===== config.mk =====
export PLATFORM = sky130hd
export DESIGN_NAME = bws_host
export DESIGN_NICKNAME = d
export VERILOG_FILES = /design/src/rtl/bws_pkg.sv /design/src/rtl/bws_host.sv
export SDC_FILE = /design/constraint.sdc
export NUM_CORES = 1
export LEC_CHECK = 0
export BUFFER_PORTS_ARGS = -buffer_cell sky130_fd_sc_hd__buf_2
export CORE_ASPECT_RATIO = 0.6
export CORE_MARGIN = 1.5
export CORE_UTILIZATION = 35
export DETAILED_ROUTE_END_ITERATION = 8
export PLACE_DENSITY_LB_ADDON = 0.15
export SLEW_MARGIN = 5
export SYNTH_ARGS = -nofsm -noshare
export SYNTH_HDL_FRONTEND = slang
export SYNTH_SLANG_ARGS = --single-unit

===== constraint.sdc =====
create_clock -name clock -period 1.9 [get_ports clock]
set_input_delay 0 -clock clock [delete_from_list [all_inputs] [get_ports clock]]
set_output_delay 0 -clock clock [all_outputs]
set_load 0.01 [all_outputs]

===== src/rtl/bws_pkg.sv =====
// package for the byte-wide async sram host controller
package bws_pkg;
   localparam int ADDR_W = 17;
   localparam int DATA_W = 8;
   localparam int CLK_PERIOD_NS = 4;
   // timings in ns, slowest grade figures
   localparam int READ_CYCLE_NS = 20;
   localparam int WRITE_PULSE_NS = 15;
   localparam int DATA_SETUP_NS = 10;
   localparam int STROBE_LOW_TO_FLOAT_NS = 8;
   localparam int ADDR_HOLD_NS = 4;
   // least times round up to whole cycles
   localparam int READ_CYC = (READ_CYCLE_NS + CLK_PERIOD_NS - 1) / CLK_PERIOD_NS;
   localparam int PULSE_CYC = (WRITE_PULSE_NS + CLK_PERIOD_NS - 1) / CLK_PERIOD_NS;
   localparam int FLOAT_CYC = (STROBE_LOW_TO_FLOAT_NS + CLK_PERIOD_NS - 1) / CLK_PERIOD_NS;
   localparam int SETUP_CYC = (DATA_SETUP_NS + CLK_PERIOD_NS - 1) / CLK_PERIOD_NS;
   localparam int HOLD_CYC = (ADDR_HOLD_NS + CLK_PERIOD_NS - 1) / CLK_PERIOD_NS;
   localparam int CNT_W = 4;

   typedef enum logic [4:0] {
      BWS_IDLE  = 5'h01,
      BWS_READ  = 5'h02,
      BWS_WLOW  = 5'h04,
      BWS_WDATA = 5'h08,
      BWS_HOLD  = 5'h10
   } bws_state_t;

   typedef struct packed {
      logic              wr;
      logic [ADDR_W-1:0] addr;
      logic [DATA_W-1:0] wdata;
   } bws_req_t;

   typedef struct packed {
      logic [ADDR_W-1:0] addr;
      logic              select_active_low_n;
      logic              select_active_high;
      logic              gate_n;
      logic              strobe_n;
      logic [DATA_W-1:0] dq_out;
      logic              dq_oe;
   } bws_pins_t;

   typedef struct packed {
      bws_state_t        state;
      logic [CNT_W-1:0]  cnt;
      logic              req_ready;
      logic              rsp_valid;
      logic [DATA_W-1:0] rdata;
      bws_pins_t         pins;
   } bws_regs_t;
endpackage


===== src/rtl/bws_host.sv =====
// host controller driving a byte-wide asynchronous static memory
`timescale 1ns/10ps
// Behaviour
// - a write happens only while low select and strobe are low and high select is high.
// - data setup and hold are timed from the edge that ends the write.
// - a strobe write with gate low lasts at least the float delay plus data setup.
// - the controller never drives data while the memory may be driving it.
// - address is valid no later than the selects are asserted for a read.
// - the strobe stays high through every read.
module bws_host (
   input  wire logic              clock,
   input  wire logic              rst,
   input  wire logic              req_valid,
   input  wire bws_pkg::bws_req_t req,
   output logic                   req_ready,
   output logic                   rsp_valid,
   output logic [7:0]             rsp_rdata,
   output bws_pkg::bws_pins_t     pins,
   input  wire logic [7:0]        dq_in
);
   bws_pkg::bws_regs_t r_q;
   bws_pkg::bws_regs_t r_d;

   function automatic logic [bws_pkg::CNT_W-1:0] cyc(input int n);
      cyc = bws_pkg::CNT_W'(n - 1);
   endfunction

   always_comb begin
      r_d = r_q;
      r_d.rsp_valid = 1'b0;
      r_d.cnt = r_q.cnt - 4'h1;
      case (r_q.state)
         bws_pkg::BWS_IDLE: begin
            r_d.pins.strobe_n = 1'b1;
            r_d.pins.dq_oe = 1'b0;
            if (req_valid && r_q.req_ready) begin
               r_d.req_ready = 1'b0;
               // address and selects change together, never selects first
               r_d.pins.addr = req.addr;
               r_d.pins.select_active_low_n = 1'b0;
               r_d.pins.select_active_high = 1'b1;
               if (req.wr) begin
                  // gate stays high so the memory floats the bus at once
                  r_d.pins.gate_n = 1'b1;
                  r_d.pins.strobe_n = 1'b0;
                  r_d.pins.dq_out = req.wdata;
                  r_d.cnt = cyc(bws_pkg::FLOAT_CYC);
                  r_d.state = bws_pkg::BWS_WLOW;
               end else begin
                  r_d.pins.gate_n = 1'b0;
                  r_d.cnt = cyc(bws_pkg::READ_CYC);
                  r_d.state = bws_pkg::BWS_READ;
               end
            end
         end
         bws_pkg::BWS_READ: begin
            if (r_q.cnt == '0) begin
               r_d.rdata = dq_in;
               r_d.rsp_valid = 1'b1;
               r_d.pins.gate_n = 1'b1;
               // selects stay up between accesses is fine, but deselect for standby
               r_d.pins.select_active_low_n = 1'b1;
               r_d.pins.select_active_high = 1'b0;
               r_d.req_ready = 1'b1;
               r_d.state = bws_pkg::BWS_IDLE;
            end
         end
         bws_pkg::BWS_WLOW: begin
            // wait out the float delay before driving the bus
            if (r_q.cnt == '0) begin
               r_d.pins.dq_oe = 1'b1;
               r_d.cnt = cyc(bws_pkg::SETUP_CYC > bws_pkg::PULSE_CYC - bws_pkg::FLOAT_CYC ?
                             bws_pkg::SETUP_CYC : bws_pkg::PULSE_CYC - bws_pkg::FLOAT_CYC);
               r_d.state = bws_pkg::BWS_WDATA;
            end
         end
         bws_pkg::BWS_WDATA: begin
            if (r_q.cnt == '0) begin
               // strobe rise ends the write; data, address, selects held past it
               r_d.pins.strobe_n = 1'b1;
               r_d.cnt = cyc(bws_pkg::HOLD_CYC);
               r_d.state = bws_pkg::BWS_HOLD;
            end
         end
         bws_pkg::BWS_HOLD: begin
            if (r_q.cnt == '0) begin
               r_d.pins.dq_oe = 1'b0;
               r_d.pins.select_active_low_n = 1'b1;
               r_d.pins.select_active_high = 1'b0;
               r_d.rsp_valid = 1'b1;
               r_d.req_ready = 1'b1;
               r_d.state = bws_pkg::BWS_IDLE;
            end
         end
         default: begin
            r_d.state = bws_pkg::BWS_IDLE;
         end
      endcase
   end

   always_ff @(posedge clock) begin
      if (rst) begin
         r_q.state <= bws_pkg::BWS_IDLE;
         r_q.cnt <= '0;
         r_q.req_ready <= 1'b1;
         r_q.rsp_valid <= 1'b0;
         r_q.rdata <= 8'h00;
         r_q.pins.addr <= 17'h00000;
         r_q.pins.select_active_low_n <= 1'b1;
         r_q.pins.select_active_high <= 1'b0;
         r_q.pins.gate_n <= 1'b1;
         r_q.pins.strobe_n <= 1'b1;
         r_q.pins.dq_out <= 8'h00;
         r_q.pins.dq_oe <= 1'b0;
      end else begin
         r_q <= r_d;
      end
   end

   assign req_ready = r_q.req_ready;
   assign rsp_valid = r_q.rsp_valid;
   assign rsp_rdata = r_q.rdata;
   assign pins = r_q.pins;
endmodule


==> impl_metrics.json <==
{
  "die_area_sq_um": 7250,
  "wire_per_inst_um": 13.0,
  "seq_area_sq_um": 983,
  "ys_seq_elements": 49,
  "antenna_found_initial": 0,
  "crit_buf_inv": 2,
  "synth-edff-count": 0,
  "grt-ovfl-total": 0,
  "hold_path_class": "in2reg",
  "max_freq_mhz": 545,
  "fillers": 636,
  "cp_slowest_stage_delay_ns": 0.43,
  "crit_fanout": 5,
  "clk_latency_ns": 0.30,
  "pwr-share-comb": 0.321,
  "place.gp.congestion": 0.795,
  "dp_hpwl_um": 3940,
  "syn_inst": 287,
  "end_kind": "flip-flop",
  "via_per_inst": 4.61,
  "clock_path_buffers": 2,
  "areaGrowthSynthToFinish_pct": 29.2,
  "switchingPower_w": 0.000903,
  "start_kind": "flip-flop",
  "drt_wl_total_um": 5840,
  "skew_ns": 0.00858,
  "slew_viol_final": 0,
  "die_w_um": 109,
  "num_vias": 2071,
  "timing.final.crit_period_ns": 1.84,
  "arrival_ns": 2.02,
  "cts_root_buf": "clkbuf_8",
  "tightest_slew_ns": 0.454,
  "synth_area_sq_um": 2360,
  "ir_worst_vdd_mv": 0.333,
  "final-hold-violation-count": 0,
  "yosysUniqueCellTypes": 42,
  "grt_usage": 0.168,
  "status": "completed",
  "synth-main-ff-cell": "dfxtp_1",
  "numCtsBuffers": 5,
  "fin_crit_sh": 0.966,
  "yosysSeqAreaShare": 0.416,
  "slowest_stage": "or3b_4",
  "postLayoutCoreUtil": 0.483,
  "async_reset_ff_frac": 0,
  "drc_errors": 0,
  "diodes": 0,
  "finalSetupTns_ns": 0,
  "drive_gt1_frac": 0.315,
  "p_total_w": 0.00270,
  "grt_max_degree": 32,
  "multiInputGateArea_sq_um": 985,
  "ys_warn_count": 0,
  "syn_nets": 325,
  "clkPwrFrac": 0.231,
  "power_frac_seq": 0.448,
  "nNetsFinal": 402,
  "grt_pass1_wl_um": 9380,
  "power.internal_w": 0.00180,
  "critPathKind": "reg2reg",
  "postSynthAreaPerCell_sq_um": 8.21,
  "die_h_um": 66.6,
  "io_buffer_count": 76,
  "rsz0062_at_grt": "yes",
  "dpl_cell_area_sq_um": 2580,
  "maxSlewHeadroom": 0.695,
  "drtPass1Iterations": 4,
  "first_iter_violations": 97,
  "path_cells": "inv_2 -> ha_4 -> or3b_4 -> nor4_4 -> buf_4 -> mux2i_1 -> nor2_1",
  "setup_viol": 0,
  "p_per_area_nw_per_um2": 887,
  "row_count": 22,
  "h-tree-depth": 2,
  "cts.sinks": 49,
  "ioPinCount": 77,
  "ant_nets": 0,
  "max-cap-violations": 0,
  "core_sq_um": 6300,
  "swShare": 0.334,
  "grt_pass1_vias": 1987,
  "worstPathRequired_ns": 2.09,
  "final_area_sq_um": 3050,
  "cts.clk_slew.worst_paths_ns": 0.10,
  "p_leak_nw": 1.32,
  "cts_tree": "done",
  "path_delay_family": "simple AND/OR/NAND/NOR gates",
  "start_util": 0.374
}
[per-layer routing]
layer / wire length, um / share of wire / GRT usage / up-vias
li1: - / - / - / 1076
met1: 2990 / 0.51 / 0.229 / 911
met2: 2390 / 0.41 / 0.264 / 77
met3: 422 / 0.072 / 0.0460 / 7
met4: 40 / 0.0068 / 0.0345 / 0
met5: 0 / 0 / 0 / -
[final cells by class]
class                      instances  share of cell area
timing repair buffer             129               0.284
tap                               84              0.0345
sequential                        49               0.323
clock inverter                     3             0.00698
multi-input combinational        174               0.323
clock buffer                       5              0.0226
inverter                           5             0.00616
[power by group through the flow]
stage / sequential, W / clock [W] / combinational [W]
after floorplan: 0.00121 / 0 / 0.000613
after global placement: 0.00123 / 0 / 0.000768
after detailed placement: 0.00123 / 0 / 0.000777
after CTS: 0.00121 / 0.000659 / 0.000830
after global routing: 0.00123 / 0.000700 / 0.000974
final: 0.00121 / 0.000625 / 0.000868
[flip-flops by register name (all words and copies together) (netlist names)]
name	flops
req_ready	1
pins	30
r_q	9
rsp_rdata	8
rsp_valid	1
[Yosys cell counts, types with 5 or more instances]
master    number  area (sq um)
o21ai_0        9          45.0
nor3_1         5          25.0
dfxtp_1       49           981
clkbuf_1      12          45.0
nand3_1       13          65.1
a21oi_1       32           160
buf_4         41           308
nand2_1       50           188
nor2_1        14          52.6
mux2i_1        9          90.1
inv_1          5          18.8
[kinds of logic after synthesis]
group                    Yosys count  synth area share
AO/OA/AOI/OAI                     53             0.125
AND/OR/NAND/NOR                  105             0.217
adder cells (fa/ha/maj)            1           0.00531
XOR/XNOR                           5            0.0186
buffers and inverters             64             0.175
multiplexers                      10            0.0430
flip-flops                        49             0.416
[cell usage in the layout (no fill, tap or decap), types with 3 or more instances in the layout]
cell,n
o211ai_1,3
a21oi_1,32
o21ai_0,9
clkbuf_8,5
dfxtp_1,47
nor2_1,14
nand3_1,13
dlygate4sd3_1,33
mux2i_1,9
nand2_1,50
buf_4,19
buf_2,76
xor2_1,3
inv_1,3
nor3_1,5
[per-stage QoR]
stage | hold slack [ns] | cells | worst slack [ns]
floorplan | 0.136 | 287 | 0.178
finish | 0.0243 | 449 | 0.0637
detailed placement | 0.248 | 405 | 0.0259
global route | 0.0356 | 449 | -0.00578
CTS | 0.0219 | 446 | 0.00739
global placement | 0.234 | 405 | 0.0872
[repair_timing]
action | CTS | global route
setup buffers | 0 | 2
endpoints found under the setup margin | 0 | 10
endpoints found under the hold margin | 33 | 0
resized for setup | 0 | 10
hold buffers | 33 | 0
[worst paths after layout]
path                                to  depth (start not counted)  slack, ns             startpoint
max          rsp_rdata[0]$_SDFFE_PP0P_                          7       0.06     r_q[40]$_SDFF_PP0_
min               pins[8]$_SDFFE_PP0P_                          2       0.02                    rst
max reg2reg  rsp_rdata[0]$_SDFFE_PP0P_                          7       0.06     r_q[40]$_SDFF_PP0_
min reg2reg      pins[17]$_SDFFE_PP0P_                          2       0.46  pins[17]$_SDFFE_PP0P_
No activity file was read; power rests on OpenSTA's default activity.
